[src/inc/oswc_cfg.svh]
`ifndef OSWC_CFG_SVH
`define OSWC_CFG_SVH

// Register byte addresses in the CPU data space.
`define OSWC_ADDR_FAST20_CTRL 20'hF00F6
`define OSWC_ADDR_STAB_STATUS 20'hFFFA2
`define OSWC_ADDR_STAB_SEL 20'hFFFA3

// Reset values.
`define OSWC_RST_STAB_SEL 3'h7
`define OSWC_RST_FAST20_RUN 1'h0
`define OSWC_RST_FAST20_SEL 1'h0
`define OSWC_RST_STATUS 8'h00

// Field positions in the fast oscillator control register.
`define OSWC_BIT_FAST20_RUN 0
`define OSWC_BIT_FAST20_SEL 2
`define OSWC_BIT_FAST20_FLAG 3

// Width of the wait select field and of the edge counter.
`define OSWC_SEL_W 3
`define OSWC_CNT_W 19

// Break count at a source change; no core clock source is enabled for this many cycles plus one.
`define OSWC_BREAK_CYC 4'h4

`endif

[src/inc/oswc_pkg.sv]
package oswc_pkg;

    // CPU access to the special function registers.
    typedef struct packed {
        logic [19:0] addr;
        logic [7:0] wdata;
        logic wr;
        logic rd;
    } oswc_sfr_req_type;

    // Core clock source switch sequence, one-hot.
    typedef enum logic [3:0] {
        SRC_USUAL = 4'h1,
        SRC_TO_F20 = 4'h2,
        SRC_F20 = 4'h4,
        SRC_TO_USUAL = 4'h8
    } oswc_src_type;

    // Stabilization counter state, one-hot.
    typedef enum logic [2:0] {
        STB_IDLE = 3'h1,
        STB_COUNT = 3'h2,
        STB_DONE = 3'h4
    } oswc_stb_type;

endpackage

[src/rtl/oswc_ctrl.sv]
`timescale 1ns/1ps
`include "oswc_cfg.svh"
// Contract
// - CPU on the crystal is held after STOP release until the wait ends.
// - Reset loads the wait select register with 07H, the longest wait.
// - Codes 000..111 wait 2^8,9,10,11,13,15,17,18 cycles; bits 7..3 zero.
// - Status counts only up to the selected wait; lower bits stay 0.
// - Counting starts only once the main oscillator really oscillates.
// - Reset clears the fast oscillator control register to 00H.
// - Run bit 0 stops the fast oscillator at 0, runs it at 1.
// - Select bit 2 feeds core clock from usual source or fast oscillator.
// - Read-only bit 3 is 1 only while core clock runs on fast oscillator.
// - Status counter clears on reset, STOP, and main oscillator stop.
// - Status bits set one by one from the shortest wait and stay set.
module oswc_ctrl
    import oswc_pkg::*;
(
    // Clock and reset.
    input wire logic clock,
    input wire logic rstn,
    // CPU register access.
    input oswc_sfr_req_type sfr_req,
    output logic [7:0] sfr_rdata,
    output logic sfr_hit,
    // Main crystal oscillator.
    input wire logic main_crystal_clock,
    input wire logic main_osc_running,
    input wire logic main_osc_stop_bit,
    input wire logic cpu_on_main_clk,
    // Standby control.
    input wire logic stop_exec,
    input wire logic stop_release,
    output logic cpu_hold,
    // Fast internal oscillator and core clock source.
    input wire logic fast20_osc_ready,
    output logic fast20_osc_run,
    output logic core_src_usual_en,
    output logic core_src_fast20_en
);

    localparam int N_STEP = 8;

    logic [`OSWC_SEL_W-1:0] sel_q;
    logic run_q;
    logic clk_sel_q;
    logic flag_q;
    logic [7:0] status_q;
    logic [`OSWC_CNT_W-1:0] cnt_q;
    oswc_stb_type stb_q;
    oswc_src_type src_q;
    logic [3:0] brk_q;
    logic [7:0] rdata_q;
    logic hit_q;
    logic hold_q;
    logic [2:0] xs_q;
    logic [2:0] os_q;
    logic [2:0] fs_q;
    logic x_lvl_q;
    logic o_lvl_q;
    logic f_lvl_q;
    logic stop_bit_q;
    logic x_edge;
    logic start_evt;
    logic clear_evt;
    logic [N_STEP-1:0] reached;
    logic [N_STEP-1:0] allowed;
    logic sel_reached;
    logic wr_ctrl;
    logic wr_sel;

    // Wait length in main oscillator cycles for each status step.
    function automatic logic [`OSWC_CNT_W-1:0] step_len(input int k);
        logic [`OSWC_CNT_W-1:0] one;
        one = `OSWC_CNT_W'(1);
        case (k)
            0: step_len = one << 8;
            1: step_len = one << 9;
            2: step_len = one << 10;
            3: step_len = one << 11;
            4: step_len = one << 13;
            5: step_len = one << 15;
            6: step_len = one << 17;
            default: step_len = one << 18;
        endcase
    endfunction

    assign wr_ctrl = sfr_req.wr && (sfr_req.addr == `OSWC_ADDR_FAST20_CTRL);
    assign wr_sel = sfr_req.wr && (sfr_req.addr == `OSWC_ADDR_STAB_SEL);

    // Pins from the oscillators are asynchronous to the core clock. A new
    // level is accepted only once the second and third stages agree.
    always_ff @(posedge clock or negedge rstn) begin
        if (!rstn) begin
            xs_q <= 3'h0;
            os_q <= 3'h0;
            fs_q <= 3'h0;
        end else begin
            xs_q <= {xs_q[1:0], main_crystal_clock};
            os_q <= {os_q[1:0], main_osc_running};
            fs_q <= {fs_q[1:0], fast20_osc_ready};
        end
    end

    always_ff @(posedge clock or negedge rstn) begin
        if (!rstn) begin
            x_lvl_q <= 1'h0;
            o_lvl_q <= 1'h0;
            f_lvl_q <= 1'h0;
        end else begin
            if (xs_q[1] == xs_q[2]) begin
                x_lvl_q <= xs_q[2];
            end
            if (os_q[1] == os_q[2]) begin
                o_lvl_q <= os_q[2];
            end
            if (fs_q[1] == fs_q[2]) begin
                f_lvl_q <= fs_q[2];
            end
        end
    end

    // The crystal must be slower than a quarter of the core clock to count.
    assign x_edge = (xs_q[1] == xs_q[2]) && xs_q[2] && !x_lvl_q;

    always_ff @(posedge clock or negedge rstn) begin
        if (!rstn) begin
            stop_bit_q <= 1'h1;
        end else begin
            stop_bit_q <= main_osc_stop_bit;
        end
    end

    assign clear_evt = stop_exec || main_osc_stop_bit;
    assign start_evt = stop_release || (stop_bit_q && !main_osc_stop_bit);

    // Wait select register.
    always_ff @(posedge clock or negedge rstn) begin
        if (!rstn) begin
            sel_q <= `OSWC_RST_STAB_SEL;
        end else if (wr_sel) begin
            sel_q <= sfr_req.wdata[`OSWC_SEL_W-1:0];
        end
    end

    // Fast oscillator control bits; bit 3 and the zero bits are not stored.
    always_ff @(posedge clock or negedge rstn) begin
        if (!rstn) begin
            run_q <= `OSWC_RST_FAST20_RUN;
            clk_sel_q <= `OSWC_RST_FAST20_SEL;
        end else if (wr_ctrl) begin
            run_q <= sfr_req.wdata[`OSWC_BIT_FAST20_RUN];
            clk_sel_q <= sfr_req.wdata[`OSWC_BIT_FAST20_SEL];
        end
    end

    assign fast20_osc_run = run_q;

    // Step k has elapsed once the edge count reaches its length, and it may
    // show only if it lies within the selected wait.
    genvar gi;
    generate
        for (gi = 0; gi < N_STEP; gi++) begin : g_step
            assign reached[gi] = cnt_q >= step_len(gi);
            assign allowed[gi] = gi <= int'(sel_q);
        end
    endgenerate

    assign sel_reached = cnt_q >= step_len(int'(sel_q));

    // Stabilization sequencer.
    always_ff @(posedge clock or negedge rstn) begin
        if (!rstn) begin
            stb_q <= STB_IDLE;
        end else if (clear_evt) begin
            stb_q <= STB_IDLE;
        end else begin
            case (stb_q)
                STB_IDLE: begin
                    if (start_evt) begin
                        stb_q <= STB_COUNT;
                    end
                end
                STB_COUNT: begin
                    if (sel_reached) begin
                        stb_q <= STB_DONE;
                    end
                end
                STB_DONE: begin
                    if (start_evt) begin
                        stb_q <= STB_COUNT;
                    end
                end
                default: stb_q <= STB_IDLE;
            endcase
        end
    end

    // Edge counter; the start-up delay before oscillation is not counted.
    always_ff @(posedge clock or negedge rstn) begin
        if (!rstn) begin
            cnt_q <= '0;
        end else if (clear_evt || start_evt) begin
            cnt_q <= '0;
        end else if (stb_q == STB_COUNT && o_lvl_q && x_edge) begin
            cnt_q <= cnt_q + `OSWC_CNT_W'(1);
        end
    end

    // Status bits, shortest wait in bit 7, set in order and kept.
    always_ff @(posedge clock or negedge rstn) begin
        if (!rstn) begin
            status_q <= `OSWC_RST_STATUS;
        end else if (clear_evt || start_evt) begin
            status_q <= `OSWC_RST_STATUS;
        end else begin
            for (int k = 0; k < N_STEP; k++) begin
                if (reached[k] && allowed[k]) begin
                    status_q[N_STEP-1-k] <= 1'h1;
                end
            end
        end
    end

    // Automatic CPU hold only when the crystal drives the CPU; on the
    // internal clock software polls the status register instead.
    always_ff @(posedge clock or negedge rstn) begin
        if (!rstn) begin
            hold_q <= 1'h0;
        end else if (stop_release && cpu_on_main_clk) begin
            hold_q <= 1'h1;
        end else if (stb_q == STB_DONE || stb_q == STB_IDLE) begin
            hold_q <= 1'h0;
        end
    end

    assign cpu_hold = hold_q;

    // Break-before-make source change: the old source is released and a
    // few idle cycles pass before the new one is enabled, so no runt pulse
    // reaches the core. The fast source is taken only once it is ready.
    always_ff @(posedge clock or negedge rstn) begin
        if (!rstn) begin
            src_q <= SRC_USUAL;
            brk_q <= 4'h0;
        end else begin
            case (src_q)
                SRC_USUAL: begin
                    if (clk_sel_q && run_q && f_lvl_q) begin
                        src_q <= SRC_TO_F20;
                        brk_q <= `OSWC_BREAK_CYC;
                    end
                end
                SRC_TO_F20: begin
                    if (brk_q != 4'h0) begin
                        brk_q <= brk_q - 4'h1;
                    end else begin
                        src_q <= SRC_F20;
                    end
                end
                SRC_F20: begin
                    if (!clk_sel_q || !run_q) begin
                        src_q <= SRC_TO_USUAL;
                        brk_q <= `OSWC_BREAK_CYC;
                    end
                end
                SRC_TO_USUAL: begin
                    if (brk_q != 4'h0) begin
                        brk_q <= brk_q - 4'h1;
                    end else begin
                        src_q <= SRC_USUAL;
                    end
                end
                default: begin
                    src_q <= SRC_USUAL;
                    brk_q <= 4'h0;
                end
            endcase
        end
    end

    assign core_src_usual_en = (src_q == SRC_USUAL);
    assign core_src_fast20_en = (src_q == SRC_F20);

    // The flag follows the finished switch, not the select bit.
    always_ff @(posedge clock or negedge rstn) begin
        if (!rstn) begin
            flag_q <= 1'h0;
        end else begin
            flag_q <= (src_q == SRC_F20);
        end
    end

    // Read data is registered; unused bits read as zero.
    always_ff @(posedge clock or negedge rstn) begin
        if (!rstn) begin
            rdata_q <= 8'h00;
            hit_q <= 1'h0;
        end else begin
            rdata_q <= 8'h00;
            hit_q <= 1'h0;
            if (sfr_req.rd) begin
                case (sfr_req.addr)
                    `OSWC_ADDR_STAB_SEL: begin
                        rdata_q <= {5'h00, sel_q};
                        hit_q <= 1'h1;
                    end
                    `OSWC_ADDR_STAB_STATUS: begin
                        rdata_q <= status_q;
                        hit_q <= 1'h1;
                    end
                    `OSWC_ADDR_FAST20_CTRL: begin
                        rdata_q <= {4'h0, flag_q, clk_sel_q,
                            1'h0, run_q};
                        hit_q <= 1'h1;
                    end
                    default: begin
                        rdata_q <= 8'h00;
                        hit_q <= 1'h0;
                    end
                endcase
            end
        end
    end

    assign sfr_rdata = rdata_q;
    assign sfr_hit = hit_q;

endmodule

[config.mk]
export PLATFORM = sky130hd
export DESIGN_NAME = oswc_ctrl
export DESIGN_NICKNAME = d
export VERILOG_FILES = /design/src/inc/oswc_pkg.sv /design/src/rtl/oswc_ctrl.sv
export VERILOG_INCLUDE_DIRS = /design/src /design/src/inc
export SDC_FILE = /design/constraint.sdc
export NUM_CORES = 1
export LEC_CHECK = 0
export BUFFER_PORTS_ARGS = -buffer_cell sky130_fd_sc_hd__buf_4
export CAP_MARGIN = 20
export CORE_MARGIN = 2
export CORE_UTILIZATION = 50
export CTS_CLUSTER_SIZE = 24
export DETAILED_ROUTE_END_ITERATION = 10
export GPL_ROUTABILITY_DRIVEN = 0
export PLACE_DENSITY = 0.72
export SLEW_MARGIN = 25
export SYNTH_ARGS = -nofsm -noshare
export SYNTH_HDL_FRONTEND = slang
export SYNTH_SLANG_ARGS = --single-unit
[constraint.sdc]
create_clock -name clock -period 3.9 [get_ports clock]
set_clock_uncertainty 0.2 [all_clocks]
set_input_delay 0.585 -clock clock [delete_from_list [all_inputs] [get_ports clock]]
set_output_delay 0.585 -clock clock [all_outputs]
set_load 0.02 [all_outputs]
==> impl_metrics.env, run 1 <==
export IMPL_num_vias=2621
export IMPL_synth_distinct_cells=50
export IMPL_final_period_utilization_pct=70.25
export IMPL_antenna_cells=0
export IMPL_nets=418
export IMPL_final_common_cell="dfrtp_1"
export IMPL_period_needed_ps=2740
export IMPL_async_reset_ff_share_pct=100.0
export IMPL_setup_viol=0
export IMPL_drive_above_1_share_pct=22.58
export IMPL_postCtsSetupBuffers=0
export IMPL_synth_xor_area_share_pct=2.371
export IMPL_tightest_slew_ps=895.7
export IMPL_max_freq_mhz=365.0
export IMPL_syn_avg_cell_area_sq_um=10.36
export IMPL_drc=0
export IMPL_die_area_sq_mm=0.007317
export IMPL_cp_slowest_stage_delay_ps=720
export IMPL_routed_wl_microns=6727
export IMPL_gr_total_overflow=0
export IMPL_antenna_found_initial=0
export IMPL_ys_seq_area_share_pct=50.66
export IMPL_yosys_warnings=0
export IMPL_cp_depth=2
export IMPL_grt_pass1_vias=2458
export IMPL_cts_clk_slew_worst_paths_ps=80
export IMPL_cp_max_fo=7
export IMPL_worstSkewPairLatency_ps=360
export IMPL_row_count=29
export IMPL_clkSinkCount=67
export IMPL_yosys_area_share_simple_pct=25.14
export IMPL_tns_ps=0
export IMPL_status="finished clean"
export IMPL_final_cell_mix="dfrtp_1 (61), buf_4 (46), nor2_1 (28)"
export IMPL_synthCells=321
export IMPL_swShare_pct=22.20
export IMPL_seqPwrFrac_pct=50.5
export IMPL_yosysTopAreaCell="dfrtp_1"
export IMPL_holdWs_ps=125.1
export IMPL_core_area_sq_mm=0.006386
export IMPL_synth_top_area_share_pct=45.92
export IMPL_min_path_type="in -> async"
export IMPL_start_util_pct=52.06
export IMPL_drv_slew=0
export IMPL_cts_tree="built"
export IMPL_synth_compound_area_share_pct=10.20
export IMPL_synth_area_sq_mm=0.003324
export IMPL_slew_headroom_pct=40.14
export IMPL_grt_usage_pct=20.22
export IMPL_dpl_hpwl_microns=4637
export IMPL_power_leakage_nw=1.696
export IMPL_wl_per_cell_microns=14.98
export IMPL_comb_power_share_pct=4.4
export IMPL_drtIter0Drc=138
export IMPL_final_seq_area_sq_mm=0.001684
export IMPL_ys_top_cells_by_area="dfrtp_1 (46%), dfstp_2 (4.7%), ha_1 (4.5%), nor2_1 (3.2%), mux2_2 (3.0%)"
export IMPL_p_int_w=0.001100
export IMPL_grt_max_degree=68
export IMPL_fillers=532
export IMPL_cp_num_buf_inv=1
export IMPL_hold_violations=0
export IMPL_numCtsBuffers=9
export IMPL_rsz0062_at_grt="no"
export IMPL_fp_dieH_microns=85.54
export IMPL_synth_area_mux_share_pct=3.952
export IMPL_multi_input_area_sq_mm=0.001555
export IMPL_worst_setup_path_end_kind="primary output"
export IMPL_clock_tree_root_cell="clkbuf_8"
export IMPL_clkPwrFrac_pct=45.1
export IMPL_vias_per_cell=5.837
export IMPL_cap_violations=0
export IMPL_switching_power_w=0.0003140
export IMPL_ir_drop_v=0.0003669
export IMPL_cp_slowest_cell="nor4b_1"
export IMPL_cts_resized_gates=0
export IMPL_io_pins=52
export IMPL_start_kind="flop"
export IMPL_synth_top_family_by_area="simple AND/OR/NAND/NOR gates"
export IMPL_crit_required_ps=3120
export IMPL_synth_fa_ha_area_share_pct=5.119
export IMPL_p_per_area_mw_per_mm2=359.0
export IMPL_first_pass_iters=4
export IMPL_crit_chain="nor4b_1 -> buf_4"
export IMPL_crit_arrival_ps=1950
export IMPL_area_growth_pct=18.52
export IMPL_clockBufferDepth=2
export IMPL_grt_pass1_wl_microns=11550
export IMPL_r2r_worst_path_cells=5
export IMPL_synth_seq_cells=67
export IMPL_h_tree_depth=3
export IMPL_die_w_microns=85.54
export IMPL_synth_enable_flop_cells=0
export IMPL_syn_nets=372
export IMPL_postRouteAntennaNets=0
export IMPL_numPortBuffers=46
export IMPL_worstSetupPathType="reg -> out"
export IMPL_path_delay_family="simple AND/OR/NAND/NOR gates"
export IMPL_finalPower_w=0.001414
export IMPL_yosys_most_used_dff="dfrtp_1"
export IMPL_cts_hold_buf=0
## worst reg2reg max path: cells and delay by family (launching register included)
| family | cells | cell delay [ps] |
|---|---|---|
| AND/OR/NAND/NOR | 3 | 1620 |
| flip-flops | 1 | 360 |
| AO/OA/AOI/OAI | 1 | 150 |
| adder cells (fa/ha/maj) | 1 | 140 |
## power by group through the flow
stage / logic [W] / clock network, W / registers, W
2_1_floorplan: 0.0000184 / 0 / 0.000727
3_3_place_gp: 0.0000633 / 0 / 0.000727
3_5_place_dp: 0.0000643 / 0 / 0.000728
4_1_cts: 0.0000645 / 0.000656 / 0.000714
5_1_grt: 0.0000707 / 0.000683 / 0.000716
6_report: 0.0000626 / 0.000637 / 0.000714
## layout make-up
type                       count  area share, %
clock buffer                  10          3.239
multi-input combinational    232          39.47
inverter                      11          1.048
tap                           77          2.445
sequential                    67          42.74
timing repair buffer          46          8.765
clock inverter                 6          2.286
## cell families after synthesis
kind of cell    count (synthesis)
flops                          67
mux                            12
simple gates                  142
compound gates                 55
xor+xnor                        9
buf+inv                        22
fa+ha+maj                      14
## synthesized netlist by cell type (3+ instances only)
master and instances:
nor3b_1 4, nor2_1 28, or3b_2 4, or4_1 5, o31ai_1 3, or4b_2 3
or3_1 11, o21ai_0 17, nand4_1 6, xnor2_1 7, and2_1 6, nor4_1 6
nand3b_1 6, a22oi_1 3, ha_1 12, clkbuf_1 9, nor4b_1 5, a21oi_1 17
mux2i_1 3, inv_1 11, a21o_1 3, nand2_1 17, mux2_2 9, dfstp_2 6
nand3_1 10, dfrtp_1 61, nor3_1 14, and3_1 3
## through the flow
stage / cells / utilization, % / setup WS (ps) / area, sq um
floorplan: 321 / - / 1221 / 3324
global placement: 433 / 58.29 / 1337 / 3722
detailed placement: 433 / 58.29 / 1358 / 3722
CTS: 449 / 61.70 / 1150 / 3940
global route: 449 / 61.70 / 1027 / 3940
finish: 449 / 61.70 / 1160 / 3940
## per-layer routing
layer | up-vias | track usage, % | wire (microns)
li1 | 1271 | - | -
met1 | 1299 | 26.49 | 3088
met2 | 39 | 31.75 | 3293
met3 | 12 | 4.331 | 197
met4 | 0 | 10.53 | 148
met5 | - | 0 | 0
## sequential cells by signal, indices dropped and copies added, names as in the netlist, 3 cells and up
signal	count
cnt_q	19
os_q	3
xs_q	3
brk_q	4
src_q	4
sel_q	3
status_q	8
fs_q	3
stb_q	3
sfr_rdata	8
## path summary, 6_finish.rpt
path                             startpoint                end  slack, ps
min reg2reg                         xs_q[0]            xs_q[1]        150
max in group asynchronous              rstn           cnt_q[0]       2850
max reg2reg                         xs_q[1]          cnt_q[17]       1340
min in group clock         fast20_osc_ready            fs_q[0]        130
max                                src_q[0]  core_src_usual_en       1160
min                                    rstn       sfr_rdata[4]        130
(Power assumes the default switching activity.)
==> run 2: changes to the inputs <==
- ABC_AREA: unset -> 1
- PLACE_DENSITY: 0.72 -> 0.74
- clock period: 3.9 -> 2.43 ns (I/O delays scaled with it)
==> impl_metrics.env, run 2 <==
export IMPL_ys_top_cells_by_area="dfrtp_1 (44%), nand2_1 (10%), nor2_1 (8.3%), inv_1 (5.6%), nand3_1 (5.0%)"
export IMPL_die_area_sq_mm=0.007627
export IMPL_place_ws_ps=357.6
export IMPL_slew_headroom_pct=45.49
export IMPL_syn_nets=487
export IMPL_drtIter0Drc=115
export IMPL_synth_top_area_share_pct=43.96
export IMPL_synth_seq_cells=67
export IMPL_max_freq_mhz=477.4
export IMPL_cap_violations=0
export IMPL_drv_slew=0
export IMPL_final_cell_mix="nand2_1 (96), nor2_1 (77), dfrtp_1 (61)"
export IMPL_postRouteAntennaNets=0
export IMPL_start_kind="primary input"
export IMPL_r2r_start="sel_q[0]"
export IMPL_wl_per_cell_microns=12.08
export IMPL_period_needed_ps=2095
export IMPL_routed_wl_microns=7016
export IMPL_grt_pass1_vias=2901
export IMPL_worst_setup_path_end_kind="flop"
export IMPL_path_delay_family="buffers and inverters"
export IMPL_numCtsBuffers=9
export IMPL_die_w_microns=87.33
export IMPL_fillers=616
export IMPL_min_path_type="in -> reg"
export IMPL_cts_hold_buf=5
export IMPL_drc=0
export IMPL_power_leakage_nw=2.004
export IMPL_crit_top_cell="nand2_1"
export IMPL_synth_area_sq_mm=0.003472
export IMPL_grt_usage_pct=20.24
export IMPL_rr_endpoint="stb_q[2]"
export IMPL_row_count=30
export IMPL_cp_slowest_stage_delay_ps=530
export IMPL_synthTopCellsByCount="nand2_1 (96), nor2_1 (77), dfrtp_1 (61)"
export IMPL_holdPathStages=2
export IMPL_multi_input_area_sq_mm=0.001564
export IMPL_largest_reg_flops=19
export IMPL_cts_tree="built"
export IMPL_ir_drop_v=0.0003390
export IMPL_dpl_hpwl_microns=5283
export IMPL_cp_slowest_cell="dlygate4sd3_1"
export IMPL_crit_required_ps=2460
export IMPL_tns_ps=0
export IMPL_grt_max_degree=68
export IMPL_h_tree_depth=3
export IMPL_setup_viol=0
export IMPL_p_per_area_mw_per_mm2=509.8
export IMPL_clockBufferDepth=2
export IMPL_first_pass_iters=4
export IMPL_start_util_pct=51.39
export IMPL_top_register="cnt_q"
export IMPL_setup_slack_ps=335.5
export IMPL_syn_avg_cell_area_sq_um=7.963
export IMPL_cp_max_fo=16
export IMPL_yosysTopAreaCell="dfrtp_1"
export IMPL_yosys_warnings=0
export IMPL_yosysMostFrequentCell="nand2_1"
export IMPL_cp_num_buf_inv=3
export IMPL_synth_distinct_cells=36
export IMPL_cts_clk_slew_worst_paths_ps=70
export IMPL_io_pins=52
export IMPL_yosys_most_used_dff="dfrtp_1"
export IMPL_final_period_utilization_pct=86.19
export IMPL_cts_resized_gates=0
export IMPL_tightest_slew_ps=817.6
export IMPL_worst_r2r_setup_slack_ps=370
export IMPL_worstSkewPairLatency_ps=340
export IMPL_final_seq_area_sq_mm=0.001684
export IMPL_area_growth_pct=19.64
export IMPL_grt_pass1_wl_microns=12050
export IMPL_final_common_cell="nand2_1"
export IMPL_antenna_found_initial=0
export IMPL_fp_dieH_microns=87.33
export IMPL_drive_above_1_share_pct=18.16
export IMPL_postCtsSetupBuffers=0
export IMPL_nets=547
export IMPL_clkSinkCount=67
export IMPL_vias_per_cell=5.201
export IMPL_rsz0062_at_grt="no"
export IMPL_clock_tree_root_cell="clkbuf_8"
export IMPL_status="finished clean"
export IMPL_r2r_worst_path_cells=11
export IMPL_utilization_pct=61.48
export IMPL_num_vias=3022
export IMPL_worstSetupPathType="in -> reg"
export IMPL_min_from="cpu_on_main_clk"
export IMPL_gr_total_overflow=0
export IMPL_crit_chain="dlygate4sd3_1 -> buf_4 -> nor2_1 -> nand2_1 -> inv_1 -> nand2_1 -> nand4_1 -> o21ai_0"
export IMPL_hold_violations=0
export IMPL_antenna_cells=0
export IMPL_crit_arrival_ps=2120
export IMPL_core_area_sq_mm=0.006756
export IMPL_hold_path_end="cpu_hold"
export IMPL_ys_seq_area_share_pct=48.50
export IMPL_synth_enable_flop_cells=0
export IMPL_async_reset_ff_share_pct=100.0
export IMPL_synthCells=436
export IMPL_numPortBuffers=46
-- run 2: where the power goes --
group          total [W]  leakage [nW]  switching [W]  internal (W)
Combinational   0.000116          1.03      0.0000583     0.0000578
Sequential       0.00114         0.885     0.00000919       0.00114
Clock           0.000857        0.0915       0.000430      0.000427
-- run 2: per-layer routing --
metal / share of wire, % / wire length (microns) / vias up / global-route usage [%]
li1: - / - / 1533 / -
met1: 45 / 3138 / 1412 / 23.87
met2: 49 / 3424 / 68 / 35.67
met3: 5.0 / 351 / 9 / 4.834
met4: 1.5 / 102 / 0 / 7.413
met5: 0 / 0 / - / 0
-- run 2: cells by family (layout without fill, tap and decap cells) --
| family | Yosys count | count (layout) | share of synthesized area [%] |
|---|---|---|---|
| xor+xnor | 2 | 2 | 0.5046 |
| buf+inv | 59 | 124 | 6.451 |
| mux | 1 | 1 | 0.3243 |
| fa+ha+maj | 14 | 14 | 4.901 |
| flops | 67 | 67 | 48.50 |
| simple gates | 246 | 246 | 32.11 |
| compound gates | 47 | 47 | 7.208 |
-- run 2: how the worst max path moves through the flow --
stage	start	endpoint	slack, ps	depth (start not counted)
after CTS	main_osc_stop_bit	cnt_q[16]	320	8
after floorplan	sel_q[2]	stb_q[2]	330	12
final	main_osc_stop_bit	cnt_q[16]	340	8
after global placement	sel_q[0]	stb_q[2]	380	11
after detailed placement	sel_q[0]	stb_q[2]	360	11
after global routing	sel_q[2]	stb_q[2]	150	11
-- run 2: metrics by stage --
step / total power (W) / instance area [sq um] / hold slack (ps) / std cells
2_1_floorplan: 0.001199 / 3472 / -131.1 / 436
3_3_place_gp: 0.001274 / 3915 / 132.0 / 560
3_5_place_dp: 0.001278 / 3915 / 140.3 / 560
4_1_cts: 0.002144 / 4154 / 36.08 / 581
5_1_grt: 0.002203 / 4154 / 39.35 / 581
6_report: 0.002118 / 4154 / 48.32 / 581
-- run 2: layout make-up --
cell class / count / share of cell area [%]
repair buffers: 53 / 9.880
well taps: 80 / 2.410
clock inverters: 5 / 0.9036
clock buffers: 11 / 3.645
inverters: 55 / 4.970
multi-input cells: 310 / 37.65
flip-flops and latches: 67 / 40.54
==> run 3: changes to the inputs <==
- ABC_AREA: 1 -> 0
- PLACE_DENSITY: 0.74 -> 0.75
==> impl_metrics.env, run 3 (synthesized netlist as in run 1, its figures left out) <==
export IMPL_period_needed_ps=2334
export IMPL_multi_input_area_sq_mm=0.001574
export IMPL_drive_above_1_share_pct=25.71
export IMPL_cts_tree="built"
export IMPL_grt_pass1_wl_microns=11860
export IMPL_gr_total_overflow=0
export IMPL_clock_tree_root_cell="clkbuf_8"
export IMPL_clkSinkCount=67
export IMPL_wl_per_cell_microns=14.98
export IMPL_grt_pass1_vias=2621
export IMPL_row_count=29
export IMPL_fillers=536
export IMPL_drc=0
export IMPL_worst_r2r_setup_slack_ps=100
export IMPL_setup_viol=0
export IMPL_first_pass_iters=4
export IMPL_die_area_sq_mm=0.007317
export IMPL_slew_headroom_pct=44.65
export IMPL_status="finished clean"
export IMPL_dpl_hpwl_microns=4814
export IMPL_crit_arrival_ps=2370
export IMPL_final_seq_area_sq_mm=0.001684
export IMPL_numCtsBuffers=9
export IMPL_antenna_found_initial=0
export IMPL_setup_slack_ps=96.03
export IMPL_grt_usage_pct=20.44
export IMPL_holdPathStages=3
export IMPL_r2r_worst_path_cells=7
export IMPL_vias_per_cell=5.725
export IMPL_tns_ps=0
export IMPL_path_delay_family="simple AND/OR/NAND/NOR gates"
export IMPL_start_util_pct=52.06
export IMPL_numPortBuffers=46
export IMPL_cap_violations=0
export IMPL_max_freq_mhz=428.5
export IMPL_num_vias=2668
export IMPL_clockBufferDepth=2
export IMPL_drv_slew=0
export IMPL_worstSetupPathType="reg -> reg"
export IMPL_cp_num_buf_inv=1
export IMPL_holdWs_ps=20.17
export IMPL_place_ws_ps=110.5
export IMPL_final_period_utilization_pct=96.05
export IMPL_hold_violations=0
export IMPL_fp_dieH_microns=85.54
export IMPL_min_from="cpu_on_main_clk"
export IMPL_rsz0062_at_grt="no"
export IMPL_die_w_microns=85.54
export IMPL_p_per_area_mw_per_mm2=557.2
export IMPL_rr_endpoint="stb_q[2]"
export IMPL_worst_setup_path_end_kind="flop"
export IMPL_area_growth_pct=23.56
export IMPL_crit_chain="buf_4 -> or3b_2 -> ha_1 -> and3b_1 -> o21ai_0 -> nand4_1 -> and3_1"
export IMPL_cts_clk_slew_worst_paths_ps=80
export IMPL_power_leakage_nw=1.784
export IMPL_cp_slowest_stage_delay_ps=470
export IMPL_antenna_cells=0
export IMPL_hold_path_end="cpu_hold"
export IMPL_min_path_type="in -> reg"
export IMPL_placed_area_sq_mm=0.003825
export IMPL_r2r_start="sel_q[2]"
export IMPL_final_cell_area_sq_mm=0.004108
export IMPL_routed_wl_microns=6979
export IMPL_final_common_cell="dfrtp_1"
export IMPL_ir_drop_v=0.0004264
export IMPL_tightest_slew_ps=830.3
export IMPL_cp_max_fo=7
export IMPL_drtIter0Drc=113
export IMPL_cp_slowest_cell="or3b_2"
export IMPL_start_kind="flop"
export IMPL_nets=435
export IMPL_top_register="cnt_q"
export IMPL_core_area_sq_mm=0.006386
export IMPL_final_cell_mix="dfrtp_1 (61), buf_4 (58), nor2_1 (28)"
export IMPL_postRouteAntennaNets=0
export IMPL_grt_max_degree=68
export IMPL_finalPower_w=0.002289
export IMPL_largest_reg_flops=19
export IMPL_postCtsSetupBuffers=0
export IMPL_h_tree_depth=3
export IMPL_io_pins=52
export IMPL_worstSkewPairLatency_ps=350
export IMPL_crit_required_ps=2460
==> run 3: through the flow <==
stage                     util [%]  cells
final                        64.32    466
after global routing         64.32    466
after CTS                    64.22    466
after detailed placement     59.89    445
after global placement       59.89    445
after floorplan                  -    321
==> run 3: report_power, final <==
group          leakage (nW)  internal [W]  switching (W)
clock                 0.108      0.000605       0.000427
combinational         0.790     0.0000587      0.0000506
sequential            0.885       0.00114      0.0000125
total                  1.78       0.00180       0.000490
==> run 3: metal layers <==
metal	wire length [microns]	track usage, %	up-vias
met2	3545	35.23	44
met4	108	6.782	0
met5	0	0	-
met3	271	6.064	11
met1	3054	24.56	1308
li1	-	-	1305
==> run 3: area by class of cell <==
type / count / share of cell area [%]
clock buffers: 10 / 3.351
clock inverters: 6 / 2.163
inverters: 11 / 1.005
multi-input cells: 232 / 38.32
flip-flops and latches: 67 / 41.00
well taps: 77 / 2.345
repair buffers: 63 / 11.82
==> run 3: worst min-delay path: stages <==
cell and delay, ps:
buf_4 70, nand2_1 40, nand2_1 50
==> run 3: how the worst max path moves through the flow <==
| stage | from | endpoint | slack (ps) | depth (start not counted) |
|---|---|---|---|---|
| 6_report | sel_q[2] | stb_q[2] | 100 | 7 |
| 5_1_grt | cnt_q[15] | status_q[7] | 10 | 4 |
| 4_1_cts | sel_q[2] | stb_q[2] | 90 | 7 |
| 3_5_place_dp | sfr_req[12] | sfr_rdata[6] | 110 | 5 |
| 3_3_place_gp | sfr_req[12] | sfr_rdata[6] | 110 | 5 |
| 2_1_floorplan | src_q[1] | src_q[1] | 200 | 5 |
==> run 3: what timing repair did <==
item                                   in CTS  in global routing
hold buffers                                5                  0
endpoints found under the hold margin      65                  0
setup endpoints to repair                   0                  1
resized for setup                           0                  1
